**config.mk**
```make
export PLATFORM = sky130hd
export DESIGN_NAME = ccr_counter_ctrl
export DESIGN_NICKNAME = d
export VERILOG_FILES = /design/src/rtl/ccr_pkg.sv /design/src/rtl/ccr_counter_ctrl.sv /design/src/rtl/ccr_sync2.sv /design/src/rtl/ccr_prescaler.sv
export SDC_FILE = /design/constraint.sdc
export NUM_CORES = 1
export LEC_CHECK = 0
export ABC_AREA = 1
export BUFFER_PORTS_ARGS = -buffer_cell sky130_fd_sc_hd__buf_2
export CORE_MARGIN = 1.5
export CORE_UTILIZATION = 35
export DETAILED_ROUTE_END_ITERATION = 10
export HOLD_SLACK_MARGIN = 0.06
export PLACE_DENSITY_LB_ADDON = 0.08
export SLEW_MARGIN = 40
export SYNTH_ARGS = -nofsm -noshare
export SYNTH_HDL_FRONTEND = slang
export SYNTH_SLANG_ARGS = --single-unit
```
**constraint.sdc**
```tcl
create_clock -name mclk_i -period 2.7 [get_ports mclk_i]
set_input_delay 0.405 -clock mclk_i [delete_from_list [all_inputs] [get_ports mclk_i]]
set_output_delay 0.405 -clock mclk_i [all_outputs]
set_load 0.005 [all_outputs]
```
**src/rtl/ccr_pkg.sv**
```systemverilog
/*
  Package for the counter control block: register map, field positions,
  reset values and timing constants.
  Assumes a single 20 MHz system clock and a 32-bit Avalon-MM slave port.
*/
package ccr_pkg;
  // Clock rate and derived instruction clock divide
  localparam int unsigned CLK_HZ         = 20_000_000;
  localparam int unsigned INSTR_DIV      = 4;          // Instruction clock is osc/4
  localparam int unsigned INSTR_CNT_W    = 2;
  // Register byte addresses
  localparam logic [3:0]  ADDR_CTRL      = 4'h0;       // counter_control
  localparam logic [3:0]  ADDR_CMP2      = 4'h4;       // comparator_two_control
  localparam logic [3:0]  ADDR_COUNT     = 4'h8;       // sixteen_bit_counter value
  // counter_control field positions
  localparam int unsigned F_RUN          = 0;
  localparam int unsigned F_SRC          = 1;
  localparam int unsigned F_UNSYNC       = 2;
  localparam int unsigned F_OSC          = 3;
  localparam int unsigned F_DIV_LO       = 4;
  localparam int unsigned F_DIV_HI       = 5;
  localparam int unsigned F_GATE_EN      = 6;
  localparam int unsigned F_GATE_POL     = 7;
  // comparator_two_control field positions
  localparam int unsigned F_GSRC         = 1;
  // Reset values
  localparam logic [7:0]  CTRL_RST       = 8'h00;
  localparam logic [7:0]  CMP2_RST       = 8'h02;
  localparam logic [15:0] COUNT_RST      = 16'h0000;
  // Divider widths
  localparam int unsigned PRE_W          = 3;
endpackage : ccr_pkg

```
**src/rtl/ccr_counter_ctrl.sv**
```systemverilog
/*
  Counter control block: control register, comparator-two control register
  and the sixteen-bit counter they steer, behind an Avalon-MM slave.
  Assumes a single 20 MHz clock; gate, comparator and count pins are
  asynchronous and are synchronised here, save the count pin in unsync mode (one capture flop). The crystal oscillator itself is
  external analog; this block only drives its enable.
*/
module ccr_counter_ctrl
  import ccr_pkg::*;
(
  // Clock and reset
  input  wire logic        mclk_i,
  input  wire logic        srst_i,
  // Avalon-MM slave
  input  wire logic [3:0]  avs_address_i,
  input  wire logic        avs_read_i,
  input  wire logic        avs_write_i,
  input  wire logic [31:0] avs_writedata_i,
  input  wire logic [3:0]  avs_byteenable_i,
  output logic [31:0]      avs_readdata_o,
  output logic             avs_waitrequest_o,
  // External pins and comparator
  input  wire logic        gate_input_pin_i,
  input  wire logic        second_comparator_result_i,
  input  wire logic        ext_count_input_i,
  // Outputs
  output logic             low_power_osc_enable_o,
  output logic [15:0]      count_o
);
  // Registers
  logic [7:0]             ctrl_r;       // counter_control
  logic [7:0]             cmp2_r;       // comparator_two_control
  logic [15:0]            count_r;      // sixteen_bit_counter
  logic                   ack_r;        // Answer phase of a bus access
  logic [INSTR_CNT_W-1:0] instr_cnt_r;  // Instruction clock divider
  logic                   ext_prev_r;   // Previous sample of external input
  logic                   ext_raw_r;    // Single-stage capture for unsync path
  logic                   instr_tick_r; // One pulse per instruction cycle

  // Synchronised pins
  logic gate_pin_s;
  logic cmp_s;
  logic ext_s;

  // Combinational terms
  logic ext_sel;     // External level chosen by sync mode
  logic src_tick;    // Tick from chosen source
  logic pre_tick;    // Tick after prescaler
  logic gate_raw;    // Gate from chosen source
  logic gate_act;    // Gate after polarity
  logic count_ok;    // Counter may advance
  logic wr_acc;      // Write taken this cycle
  logic rd_acc;      // Read taken this cycle
  logic pre_clr;     // Restart prescaler

  // Byte-lane merge, used by both writable registers
  function automatic logic [7:0] merge8(input logic [7:0] old_v, input logic [7:0] new_v,
                                        input logic be);
    merge8 = be ? new_v : old_v;
  endfunction

  // Synchronisers for every pin that reaches logic
  ccr_sync2 u_sync_gate (
    .mclk_i (mclk_i),
    .srst_i (srst_i),
    .d_i    (gate_input_pin_i),
    .q_o    (gate_pin_s)
  );
  ccr_sync2 u_sync_cmp (
    .mclk_i (mclk_i),
    .srst_i (srst_i),
    .d_i    (second_comparator_result_i),
    .q_o    (cmp_s)
  );
  ccr_sync2 u_sync_ext (
    .mclk_i (mclk_i),
    .srst_i (srst_i),
    .d_i    (ext_count_input_i),
    .q_o    (ext_s)
  );

  // Bus access is taken in the answer cycle, one wait state per request
  assign wr_acc = avs_write_i && ack_r;
  assign rd_acc = avs_read_i && ack_r;

  // Answer phase toggles high for one cycle per request
  always_ff @(posedge mclk_i) begin
    if (srst_i) begin
      ack_r <= 1'b0;
    end else begin
      ack_r <= (avs_read_i || avs_write_i) && !ack_r;
    end
  end

  // Waitrequest high except in the answer cycle, idle included
  always_ff @(posedge mclk_i) begin
    if (srst_i) begin
      avs_waitrequest_o <= 1'b1;
    end else begin
      avs_waitrequest_o <= !((avs_read_i || avs_write_i) && !ack_r);
    end
  end

  // Control register write
  always_ff @(posedge mclk_i) begin
    if (srst_i) begin
      ctrl_r <= CTRL_RST;
    end else if (wr_acc && avs_address_i == ADDR_CTRL) begin
      ctrl_r <= merge8(ctrl_r, avs_writedata_i[7:0], avs_byteenable_i[0]);
    end
  end

  // Comparator-two register: all eight bits are kept; only the gate source bit is used
  always_ff @(posedge mclk_i) begin
    if (srst_i) begin
      cmp2_r <= CMP2_RST;
    end else if (wr_acc && avs_address_i == ADDR_CMP2) begin
      cmp2_r <= merge8(cmp2_r, avs_writedata_i[7:0], avs_byteenable_i[0]);
    end
  end

  // Read data registered; unmapped addresses read zero
  always_ff @(posedge mclk_i) begin
    if (srst_i) begin
      avs_readdata_o <= 32'h0000_0000;
    end else if ((avs_read_i || avs_write_i) && !ack_r) begin
      case (avs_address_i)
        ADDR_CTRL:  avs_readdata_o <= {24'h00_0000, ctrl_r};
        ADDR_CMP2:  avs_readdata_o <= {24'h00_0000, cmp2_r};
        ADDR_COUNT: avs_readdata_o <= {16'h0000, count_r};
        default:    avs_readdata_o <= 32'h0000_0000;
      endcase
    end
  end

  // Instruction clock: one pulse every four system clocks
  always_ff @(posedge mclk_i) begin
    if (srst_i) begin
      instr_cnt_r  <= '0;
      instr_tick_r <= 1'b0;
    end else begin
      instr_cnt_r  <= instr_cnt_r + INSTR_CNT_W'(1);
      instr_tick_r <= (instr_cnt_r == INSTR_CNT_W'(INSTR_DIV - 1));
    end
  end

  // Unsynchronised path: one capture flop only, lower latency, metastable risk
  always_ff @(posedge mclk_i) begin
    if (srst_i) begin
      ext_raw_r <= 1'b0;
    end else begin
      ext_raw_r <= ext_count_input_i;
    end
  end

  // Unsync applies only with the external source selected
  assign ext_sel = (ctrl_r[F_SRC] && ctrl_r[F_UNSYNC]) ? ext_raw_r : ext_s;

  // Rising edge detect on the chosen external level
  always_ff @(posedge mclk_i) begin
    if (srst_i) begin
      ext_prev_r <= 1'b0;
    end else begin
      ext_prev_r <= ext_sel;
    end
  end

  // Source select: instruction clock or external rising edge
  assign src_tick = ctrl_r[F_SRC] ? (ext_sel && !ext_prev_r) : instr_tick_r;

  // Stopped counter also parks the prescaler
  assign pre_clr = !ctrl_r[F_RUN];

  ccr_prescaler u_pre (
    .mclk_i (mclk_i),
    .srst_i (srst_i),
    .sel_i  (ctrl_r[F_DIV_HI:F_DIV_LO]),
    .clr_i  (pre_clr),
    .tick_i (src_tick),
    .tick_o (pre_tick)
  );

  // Gate source and polarity
  assign gate_raw = cmp2_r[F_GSRC] ? cmp_s : gate_pin_s;
  assign gate_act = ctrl_r[F_GATE_POL] ? gate_raw : !gate_raw;

  // Run and gate qualify the prescaled tick
  assign count_ok = ctrl_r[F_RUN] && (!ctrl_r[F_GATE_EN] || gate_act);

  // Counter advance
  always_ff @(posedge mclk_i) begin
    if (srst_i) begin
      count_r <= COUNT_RST;
    end else if (pre_tick && count_ok) begin
      count_r <= count_r + 16'h0001;
    end
  end

  // Registered outputs
  always_ff @(posedge mclk_i) begin
    if (srst_i) begin
      low_power_osc_enable_o <= 1'b0;
      count_o                <= COUNT_RST;
    end else begin
      low_power_osc_enable_o <= ctrl_r[F_OSC];
      count_o                <= count_r;
    end
  end

  // Cycles since the last prescaled tick; saturates so a long quiet spell never wraps
  // Both counters below feed the divider check only and carry no behaviour
  logic [5:0] tick_gap_r;   // Cycles since the last prescaled tick
  logic [5:0] ctrl_age_r;   // Cycles since the control word was last written
  // A settled divide-by-eight stream sits eight instruction periods apart
  localparam logic [5:0] DIV8_GAP    = 6'(INSTR_DIV * 8 - 1);
  localparam logic [5:0] DIV8_SETTLE = 6'(INSTR_DIV * 8 + 8);

  // Gap counter restarts on every prescaled tick
  always_ff @(posedge mclk_i) begin
    if (srst_i) begin
      tick_gap_r <= 6'h3f;  // Reads as long ago
    end else if (pre_tick) begin
      tick_gap_r <= 6'h00;
    end else if (tick_gap_r != 6'h3f) begin
      tick_gap_r <= tick_gap_r + 6'h01;
    end
  end

  // Age counter restarts on every accepted control write, same value or not;
  // the check stays quiet until the prescaler has run one full period since
  always_ff @(posedge mclk_i) begin
    if (srst_i) begin
      ctrl_age_r <= 6'h00;
    end else if (wr_acc && avs_address_i == ADDR_CTRL) begin
      ctrl_age_r <= 6'h00;
    end else if (ctrl_age_r != 6'h3f) begin
      ctrl_age_r <= ctrl_age_r + 6'h01;
    end
  end

  // Reset clears the whole control register
  a_ctrl_reset: assert property (@(posedge mclk_i)
    $fell(srst_i) |-> ctrl_r == CTRL_RST) else $error("control not zero after reset");
  // A fresh request sees exactly one wait state
  a_bus_answer: assert property (@(posedge mclk_i) disable iff (srst_i)
    (avs_read_i || avs_write_i) && avs_waitrequest_o |=> !avs_waitrequest_o)
    else $error("bus answer late");
  // Accepted control write lands in full
  a_ctrl_write: assert property (@(posedge mclk_i) disable iff (srst_i)
    avs_write_i && !avs_waitrequest_o && avs_address_i == ADDR_CTRL && avs_byteenable_i[0]
    |=> ctrl_r == $past(avs_writedata_i[7:0])) else $error("control write lost");
  // Control read returns the register with zero upper bits
  a_ctrl_read: assert property (@(posedge mclk_i) disable iff (srst_i)
    rd_acc && avs_address_i == ADDR_CTRL |-> avs_readdata_o == {24'h00_0000, ctrl_r})
    else $error("control read wrong");
  // Gated off: no advance
  a_gate_blocks: assert property (@(posedge mclk_i) disable iff (srst_i)
    ctrl_r[F_RUN] && ctrl_r[F_GATE_EN] && !gate_act |=> $stable(count_r))
    else $error("counter moved while gate inactive");
  // Ungated running: every prescaled tick counts
  a_free_count: assert property (@(posedge mclk_i) disable iff (srst_i)
    pre_tick && ctrl_r[F_RUN] && !ctrl_r[F_GATE_EN] |=> count_r == $past(count_r) + 16'h0001)
    else $error("ungated tick lost");
  // Comparator source at its counting level: each prescaled tick lands
  a_gate_source: assert property (@(posedge mclk_i) disable iff (srst_i)
    pre_tick && ctrl_r[F_RUN] && ctrl_r[F_GATE_EN] && cmp2_r[F_GSRC]
    && cmp_s == ctrl_r[F_GATE_POL] |=> count_r == $past(count_r) + 16'h0001)
    else $error("comparator gate lost a tick");
  // Internal source ticks exactly once in four clocks
  a_instr_rate: assert property (@(posedge mclk_i) disable iff (srst_i)
    instr_tick_r |=> !instr_tick_r [*3] ##1 instr_tick_r)
    else $error("instruction tick rate wrong");
  // Synchronised mode never uses the raw capture
  a_sync_path: assert property (@(posedge mclk_i) disable iff (srst_i)
    !ctrl_r[F_SRC] || !ctrl_r[F_UNSYNC] |-> ext_sel == ext_s)
    else $error("unsync used in wrong mode");
  // Oscillator enable follows the field one cycle later
  a_osc_follow: assert property (@(posedge mclk_i) disable iff (srst_i)
    ##1 low_power_osc_enable_o == $past(ctrl_r[F_OSC])) else $error("osc enable lag");
  // Pin source at the level opposite the polarity bit: no advance
  a_gate_polar: assert property (@(posedge mclk_i) disable iff (srst_i)
    ctrl_r[F_RUN] && ctrl_r[F_GATE_EN] && !cmp2_r[F_GSRC]
    && gate_pin_s != ctrl_r[F_GATE_POL] |=> $stable(count_r))
    else $error("pin gate polarity wrong");
  // Stopped counter holds its value
  a_run_hold: assert property (@(posedge mclk_i) disable iff (srst_i)
    !ctrl_r[F_RUN] |=> $stable(count_r)) else $error("stopped counter moved");
  // Settled 1:8 prescale on the internal source: ticks exactly eight instruction
  // periods apart; a write restarts the settling so a divider change never trips it
  a_div_eight: assert property (@(posedge mclk_i) disable iff (srst_i)
    pre_tick && ctrl_r[F_DIV_HI:F_DIV_LO] == 2'b11 && !ctrl_r[F_SRC] && ctrl_r[F_RUN]
    && ctrl_age_r >= DIV8_SETTLE |-> tick_gap_r == DIV8_GAP)
    else $error("divide by eight rate wrong");
endmodule // ccr_counter_ctrl

```
**src/rtl/ccr_sync2.sv**
```systemverilog
/*
  Two flip-flop synchroniser for one level signal.
  Assumes the input is asynchronous to mclk_i; only stage two is read outside.
*/
module ccr_sync2 (
  // Clock and reset
  input  wire logic mclk_i,
  input  wire logic srst_i,
  // Level in and out
  input  wire logic d_i,
  output logic      q_o
);
  logic meta_r;  // First stage, read only by second stage

  // Both stages on every edge; reset to a constant
  always_ff @(posedge mclk_i) begin
    if (srst_i) begin
      meta_r <= 1'b0;
      q_o    <= 1'b0;
    end else begin
      meta_r <= d_i;
      q_o    <= meta_r;
    end
  end
endmodule // ccr_sync2

```
**src/rtl/ccr_prescaler.sv**
```systemverilog
/*
  Input prescaler: passes one of every 1, 2, 4 or 8 input ticks.
  Assumes tick_i is a one-cycle pulse on mclk_i; clr_i restarts the count.
*/
module ccr_prescaler
  import ccr_pkg::*;
(
  // Clock and reset
  input  wire logic       mclk_i,
  input  wire logic       srst_i,
  // Control
  input  wire logic [1:0] sel_i,
  input  wire logic       clr_i,
  // Ticks
  input  wire logic       tick_i,
  output logic            tick_o
);
  logic [PRE_W-1:0] cnt_r;  // Prescale count
  logic [PRE_W-1:0] mask;   // Terminal count for the chosen ratio

  // Ratio 2^sel: terminal count is 0,1,3,7
  always_comb begin
    mask = PRE_W'((4'd1 << sel_i) - 4'd1);
  end

  // Count ticks, emit a pulse on terminal count
  always_ff @(posedge mclk_i) begin
    if (srst_i || clr_i) begin
      cnt_r  <= '0;
      tick_o <= 1'b0;
    end else if (tick_i) begin
      if (cnt_r >= mask) begin
        cnt_r  <= '0;
        tick_o <= 1'b1;
      end else begin
        cnt_r  <= cnt_r + PRE_W'(1);
        tick_o <= 1'b0;
      end
    end else begin
      tick_o <= 1'b0;
    end
  end

  // Back-to-back pulses: a second output pulse only after an input tick in the first cycle
  a_pre_single: assert property (@(posedge mclk_i) disable iff (srst_i)
    tick_o |=> !tick_o || $past(tick_i)) else $error("prescaler pulse without input");
endmodule // ccr_prescaler

```
==> results of run 1 <==
-- how the worst max path moves through the flow --
stage                                start    endpoint  slack, ns  cells after the start
final                            ctrl_r[0]  count_r[8]       1.06                      8
after global routing             ctrl_r[0]  count_r[8]       0.90                      8
after CTS                        ctrl_r[0]  count_r[8]       1.04                      8
after detailed placement         ctrl_r[0]  count_r[8]       1.06                      8
after global placement           ctrl_r[0]  count_r[8]       1.08                      8
after floorplan           avs_address_i[1]   cmp2_r[4]       1.48                      6
-- routing by layer --
layer	up-vias	track usage	part of all wire	wire [um]
met2	66	0.266	0.47	3540
li1	1475	-	-	-
met5	-	0	0	0
met3	7	0.0428	0.048	360
met4	0	0.0481	0.011	87
met1	1243	0.206	0.47	3580
-- report_power, final --
group	internal [W]	switching (W)	leakage, nW
logic	0.0000274	0.0000632	0.990
clock network	0.000616	0.000433	0.118
registers	0.00120	0.00000467	0.655
-- worst min-delay path, cell delays in order --
cell and delay (ns):
buf_2 0.08, inv_1 0.03, nor2_1 0.06
-- layout make-up --
type                    count  area, sq um  share of cell area
clock buffers              11          131              0.0333
flip-flops and latches     81         1620               0.411
clock inverters             5          104              0.0263
well taps                 129          161              0.0409
inverters                  69          260              0.0659
multi-input cells         281         1400               0.354
repair buffers             54          273              0.0691
-- stage by stage --
step	cell area, sq um	setup slack (ns)	total power, W	cells	hold WS [ns]
5_1_grt	3950	0.899	0.00245	630	0.227
2_1_floorplan	3460	1.48	0.00131	457	0.388
4_1_cts	3950	1.04	0.00239	630	0.234
6_report	3950	1.06	0.00235	630	0.254
3_5_place_dp	3710	1.06	0.00133	614	0.394
3_3_place_gp	3710	1.08	0.00133	614	0.391
-- kinds of logic after synthesis --
logic type,share of synthesized area
XOR/XNOR,0.00257
AO/OA/AOI/OAI,0.112
buffers and inverters,0.130
other,0.00110
AND/OR/NAND/NOR,0.256
flip-flops,0.477
adder cells (fa/ha/maj),0.0221
-- placed cells by master (no fill, tap or decap), drive strengths merged --
master	Yosys	layout
a21oi	17	17
a31oi	1	1
a32o	6	6
buf	25	54
bufinv	0	3
clkbuf	1	11
clkinv	1	4
conb	1	16
dfxtp	81	81
ha	6	6
inv	68	67
nand2	80	80
nand3	25	25
nand3b	1	1
nand4	5	5
nor2	81	81
nor3	1	1
o211ai	2	2
o21ai	30	30
o221ai	6	6
o22ai	2	2
or2	1	1
xnor2	1	1
-- Yosys cell counts (all sizes together) --
master / instances / area (sq um)
nor2: 81 / 357
o22ai: 2 / 12.5
a32o: 6 / 60.1
nand4: 5 / 31.3
conb: 1 / 3.75
nand3b: 1 / 7.51
o21ai: 30 / 150
buf: 25 / 178
or2: 1 / 6.26
ha: 6 / 75.1
o211ai: 2 / 15.0
nand2: 80 / 305
nand3: 25 / 158
clkbuf: 1 / 3.75
xnor2: 1 / 8.76
clkinv: 1 / 5.00
inv: 68 / 255
o221ai: 6 / 52.6
dfxtp: 81 / 1620
a21oi: 17 / 85.1
nor3: 1 / 5.00
a31oi: 1 / 6.26
-- flip-flops by register name, indices dropped and copies added (netlist names), 2 cells and up --
signal	flops
avs_readdata_o	16
u_pre.cnt_r	3
count_r	16
count_o	16
cmp2_r	8
instr_cnt_r	2
ctrl_r	8
==> qor.txt, run 1 <==
Outcome -> completed
Power Density -> 595 nW/um^2
Avg Inst Size Synth -> 7.70 sq um
Largest stage delay, worst path -> 0.65 ns
CTS Buffer Depth -> 2
TritonRoute pass-1 iters -> 4
WL/cell -> 12.0 um
Final setup TNS -> 0 ns
Clk_skew -> 0.00730 ns
Hold_sp -> second_comparator_result_i
Final setup fails -> 0
Post-Syn Area -> 3400 sq um
CTS sink count -> 81
Setup crit end kind -> flop
Vias per Instance -> 4.43
Reg-to-Reg End -> count_r[8]
CTS Buf Count -> 9
Hold depth -> 3
Synth Instances -> 442
Crit-path cells -> inv_1 > nor2_1 > inv_1 > nor3_1 > nand3_1 > nand2_1 > o21ai_0 > inv_1
Clock-pin slew of the registers on the worst-case setup and hold paths -> 0.08 ns
VDD IR max -> 246 uV
Routed Antenna Nets -> 0
Cts repair resizes -> 0
Routability cong. -> 0.796
R2r setup slk -> 1.06 ns
Final wirelength -> 7570 um
Tot GR Track Use -> 0.161
H-tree Lvls -> 3
Area Overhead vs Synth -> 16.0%
Starting Density -> 0.365
Fmax -> 612 MHz
Clk_lat worst skew -> 0.35 ns
Largest delay share family, worst path -> flip-flops
IO Count -> 97
Vias -> 2,791
RSZ-0062 raised after global routing -> no
Global route overflow -> 0
Antenna cells -> 0
Worst Hold Class -> in2reg
LEAKAGE -> 1.76 nW
# hold bufs at CTS -> 0
Worst Hold Endpoint -> u_sync_cmp.meta_r
CP Class -> reg2reg
Core area -> 9330 sq um
Most numerous cell on the critical path -> inv_1
CP arrival -> 1.93 ns
Slowest-stage cell, CP -> dfxtp_1
Hold Vio Cnt, Final -> 0
I/O Buffers -> 53
DRC violations left -> 0
Vias in the first global route -> 2,659
Max-slew violations -> 0
Initial drt markers -> 109
First-pass GRT wire length -> 12,800 um
Clock root cell -> clkbuf_8
Period utilization -> 0.606
Worst-path fanout max -> 14
R2R depth -> 8
Die X -> 102 um
Post-CTS Setup Bufs -> 0
Layout Utilization -> 0.423
R2R Path Start -> ctrl_r[0]
Largest net degree at the start of global routing -> 30
CTS tree -> yes
Row count -> 35
HPWL after DPL -> 5560 um
Die ar. -> 10,300 sq um
Synth warnings -> 0
Max_cap viols -> 0
Filler Cell Count -> 991
Height of the die -> 102 um
Distinct cells, synth -> 31
Yosys reg bits -> 81
Relative slew margins -> 0.502
WP buf/inv -> 3
Share of layout cells above drive strength 1 -> 0.182
Startpoint types -> flop
Worst Tran Pin Value -> 0.743 ns
Layout Nets -> 549
Sequential-to-total area share from yosys stat -> 0.477
Fin crit period -> 1.64 ns
Initial antenna violation count -> 0
Critical path required time -> 2.99 ns
Power figures use the tool's default switching activity.
==> run 2, diff against run 1 <==
- clock period: 2.7 -> 1.55 ns (I/O delays scaled with it)
==> qor.txt, run 2 (synthesis results as in run 1) <==
Most numerous cell on the critical path -> nor2_1
Reg area -> 1620 sq um
RSZ-0062 raised after global routing -> no
First-pass GRT wire length -> 12,700 um
Die ar. -> 10,300 sq um
Final Non-Filler Cells -> 637
Crit-path cells -> ha_2 > nand2_1 > nor2_1 > nand2_1 > nor2_1 > nand3_1 > o21ai_0 > nor2_1
Slack of the critical path -> 0.167 ns
Multi-input logic area -> 1410 sq um
Layout Utilization -> 0.430
CTS Buffer Depth -> 2
Final instance area -> 4010 sq um
Worst Hold Class -> in2reg
Vias -> 2,868
Final setup TNS -> 0 ns
TritonRoute pass-1 iters -> 4
Initial antenna violation count -> 0
Setup crit end kind -> flop
Leading cell type in the layout, fill and taps excluded -> dfxtp_1
Final setup fails -> 0
Slowest-stage cell, CP -> dfxtp_1
HPWL after DPL -> 5560 um
Area Overhead vs Synth -> 17.9%
Worst-path fanout max -> 3
Most frequent cells in the layout -> 80 x dfxtp_1, 78 x nand2_1, 72 x nor2_1, 63 x inv_1, 53 x buf_2
CP Class -> reg2reg
Leading registers by flop count -> avs_readdata_o (16), count_o (16), count_r (16)
Height of the die -> 102 um
Fin crit period -> 1.38 ns
M3 GR Usage -> 0.0393
Final wirelength -> 7560 um
Max-slew violations -> 0
Largest net degree at the start of global routing -> 19
Post-CTS Setup Bufs -> 0
IO Count -> 97
Pre-CTS WS -> 0.174 ns
Critical path required time -> 1.79 ns
Dpl cells -> 620
Fmax -> 723 MHz
Core area -> 9330 sq um
Initial drt markers -> 131
Hold Vio Cnt, Final -> 0
Vias per Instance -> 4.50
VDD IR max -> 427 uV
Power Density -> 996 nW/um^2
Startpoint types -> flop
Outcome -> completed
Starting Density -> 0.365
Period utilization -> 0.892
Tot GR Track Use -> 0.159
Clock-pin slew of the registers on the worst-case setup and hold paths -> 0.08 ns
CTS sink count -> 81
Global route overflow -> 0
CTS Buf Count -> 9
Busiest grt layer -> met2
Placed inst area -> 3770 sq um
Filler Cell Count -> 990
Clock root cell -> clkbuf_8
H-tree Lvls -> 3
LEAKAGE -> 1.80 nW
Largest stage delay, worst path -> 0.37 ns
Global Route met1 Usage -> 0.203
Layout Nets -> 556
Met2 GRT Util -> 0.263
Routability cong. -> 0.759
Routed Antenna Nets -> 0
WL/cell -> 11.9 um
CP arrival -> 1.63 ns
DRC violations left -> 0
Antenna cells -> 0
Vias in the first global route -> 2,674
Clk_skew -> 0.00864 ns
Die X -> 102 um
Row count -> 35
I/O Buffers -> 53
Clk_lat worst skew -> 0.35 ns
Max_cap viols -> 0
Share of layout cells above drive strength 1 -> 0.197
CTS tree -> yes
run 2: cell types whose count changed in the layout (fill, tap and decap cells not counted), sizes merged:
cell,delta
bufinv,-1
inv,+1
dlygate4sd3,+1
buf,+6
run 2: final cells by class:
class | instances | area share
clock inverters | 5 | 0.0197
multi-input cells | 281 | 0.350
inverters | 69 | 0.0649
flip-flops and latches | 81 | 0.405
well taps | 129 | 0.0402
repair buffers | 61 | 0.0849
clock buffers | 11 | 0.0353
run 2: metrics by stage:
step / hold WS, ns / power (W)
final: 0.0789 / 0.00399
after global routing: 0.0768 / 0.00416
after CTS: 0.0618 / 0.00404
after detailed placement: 0.404 / 0.00233
after global placement: 0.393 / 0.00232
after floorplan: 0.311 / 0.00229
run 2: final timing paths:
path,from,to,slack (ns),cells past startpoint
worst min-delay path,second_comparator_result_i,u_sync_cmp.meta_r,0.08,3
worst min register to register,u_sync_gate.meta_r,u_sync_gate.q_o,0.41,2
worst max register to register,count_r[1],count_r[12],0.17,8
worst max-delay path,count_r[1],count_r[12],0.17,8
run 2: critical path: cells and delay by family, from the launching register on:
family          cells  cell delay (ns)
flops               1             0.37
compound gates      1             0.16
fa+ha+maj           1             0.20
simple gates        6             0.56
run 2: power by group:
part / leakage, nW / internal [W] / switching (W)
Sequential: 0.655 / 0.00210 / 0.00000785
Clock: 0.113 / 0.000950 / 0.000765
Combinational: 1.03 / 0.0000579 / 0.000114
Total: 1.80 / 0.00311 / 0.000886
run 2: routing by layer:
layer  vias to the layer above  part of all wire
met5                         -                 0
met4                         0             0.012
met2                        58              0.46
met3                         9             0.044
li1                       1486                 -
met1                      1315              0.48
run 2: repair_timing:
action / CTS / global route
hold endpoints to repair: 1 / 0
hold buffers: 1 / 0
endpoints found under the setup margin: 0 / 5
resized for setup: 0 / 4
==> run 3, diff against run 2 <==
- BUFFER_PORTS_ARGS: -buffer_cell sky130_fd_sc_hd__buf_2 -> default
- DONT_BUFFER_PORTS: default -> 1
==> qor.txt, run 3 (synthesis results as in run 1) <==
Outcome -> completed
Tot GR Track Use -> 0.164
Height of the die -> 102 um
Setup crit end kind -> flop
Leading cell type in the layout, fill and taps excluded -> dfxtp_1
Initial antenna violation count -> 0
Antenna cells -> 0
WP buf/inv -> 2
Placed inst area -> 3480 sq um
Reg area -> 1620 sq um
Vias in the first global route -> 2,482
Die X -> 102 um
CTS Buf Count -> 9
Routed Antenna Nets -> 0
Period utilization -> 0.927
Worst Hold Class -> in2reg
Largest net degree at the start of global routing -> 31
Multi-input logic area -> 1400 sq um
Vias -> 2,737
Final wirelength -> 7900 um
Hold Vio Cnt, Final -> 0
CTS tree -> yes
Routability cong. -> 0.746
Power Density -> 1030 nW/um^2
Worst-path fanout max -> 11
Fmax -> 696 MHz
Starting Density -> 0.365
Filler Cell Count -> 1,009
Max-slew violations -> 0
I/O Buffers -> 0
Initial drt markers -> 105
CP arrival -> 1.68 ns
Share of layout cells above drive strength 1 -> 0.0931
Clk_skew -> 0.00473 ns
Startpoint types -> flop
First-pass GRT wire length -> 12,800 um
Vias per Instance -> 4.63
Most frequent cells in the layout -> 81 x dfxtp_1, 78 x nand2_1, 72 x nor2_1, 63 x inv_1, 27 x o21ai_0
Clk_lat worst skew -> 0.35 ns
Clock root cell -> clkbuf_8
Clock-pin slew of the registers on the worst-case setup and hold paths -> 0.08 ns
CTS sink count -> 81
Final setup TNS -> 0 ns
Layout Nets -> 511
RSZ-0062 raised after global routing -> no
Area Overhead vs Synth -> 12.1%
Leading registers by flop count -> avs_readdata_o (16), count_o (16), count_r (16)
CTS Buffer Depth -> 2
Critical path required time -> 1.79 ns
HPWL after DPL -> 5530 um
Most numerous cell on the critical path -> nand3_1
Global route overflow -> 0
Max_cap viols -> 0
Fin crit period -> 1.44 ns
CP Class -> reg2reg
Crit-path cells -> inv_2 > nand2_1 > nand3_1 > nand3_4 > buf_4 > nand3_1 > o21ai_0 > nor2_1
DRC violations left -> 0
Final setup fails -> 0
Die ar. -> 10,300 sq um
WL/cell -> 13.4 um
Largest delay share family, worst path -> simple AND/OR/NAND/NOR gates
Row count -> 35
TritonRoute pass-1 iters -> 4
Core area -> 9330 sq um
H-tree Lvls -> 3
Largest stage delay, worst path -> 0.41 ns
IO Count -> 97
LEAKAGE -> 1.56 nW
Final instance area -> 3810 sq um
Slowest-stage cell, CP -> dfxtp_1
VDD IR max -> 398 uV
R2r setup slk -> 0.11 ns
-- run 3: what timing repair did --
item	4_1_cts	5_1_grt
hold buffers	11	0
resized for setup	0	2
endpoints found under the hold margin	38	0
setup endpoints to repair	0	6
buffers inserted	0	0
-- run 3: final timing paths --
| check | from | endpoint | cells after the start |
|---|---|---|---|
| setup / recovery | cmp2_r[1] | count_r[10] | 8 |
| hold reg to reg | u_sync_cmp.meta_r | u_sync_cmp.q_o | 2 |
| setup reg to reg | cmp2_r[1] | count_r[10] | 8 |
| hold / removal | avs_writedata_i[7] | ctrl_r[7] | 2 |
-- run 3: area by class of cell --
class / count / area share
inverters: 69 / 0.0683
multi-input cells: 281 / 0.368
clock inverters: 5 / 0.0213
clock buffers: 10 / 0.0335
well taps: 129 / 0.0423
repair buffers: 16 / 0.0414
flip-flops and latches: 81 / 0.425
-- run 3: metal layers --
| metal | wire length, um | vias to the layer above | global-route usage | part of all wire |
|---|---|---|---|---|
| met5 | 0 | - | 0 | 0 |
| met4 | 92 | 0 | 0.0641 | 0.012 |
| met3 | 310 | 7 | 0.0345 | 0.039 |
| met2 | 3630 | 45 | 0.261 | 0.46 |
| met1 | 3870 | 1284 | 0.218 | 0.49 |
| li1 | - | 1401 | - | - |
-- run 3: through the flow --
step           utilization  power [W]  hold slack (ns)  setup WS (ns)  cells
4_1_cts              0.408    0.00400           0.0715          0.113    591
3_3_place_gp         0.373    0.00227            0.310          0.159    565
6_report             0.409    0.00395           0.0815          0.113    591
2_1_floorplan            -    0.00229            0.311          0.337    457
5_1_grt              0.409    0.00411           0.0700        0.00212    591
3_5_place_dp         0.373    0.00227            0.312          0.127    565
-- run 3: where the power goes --
part	internal [W]	switching, W	total [W]
Sequential	0.00210	0.00000848	0.00211
Clock	0.000900	0.000785	0.00168
Combinational	0.0000534	0.000101	0.000154
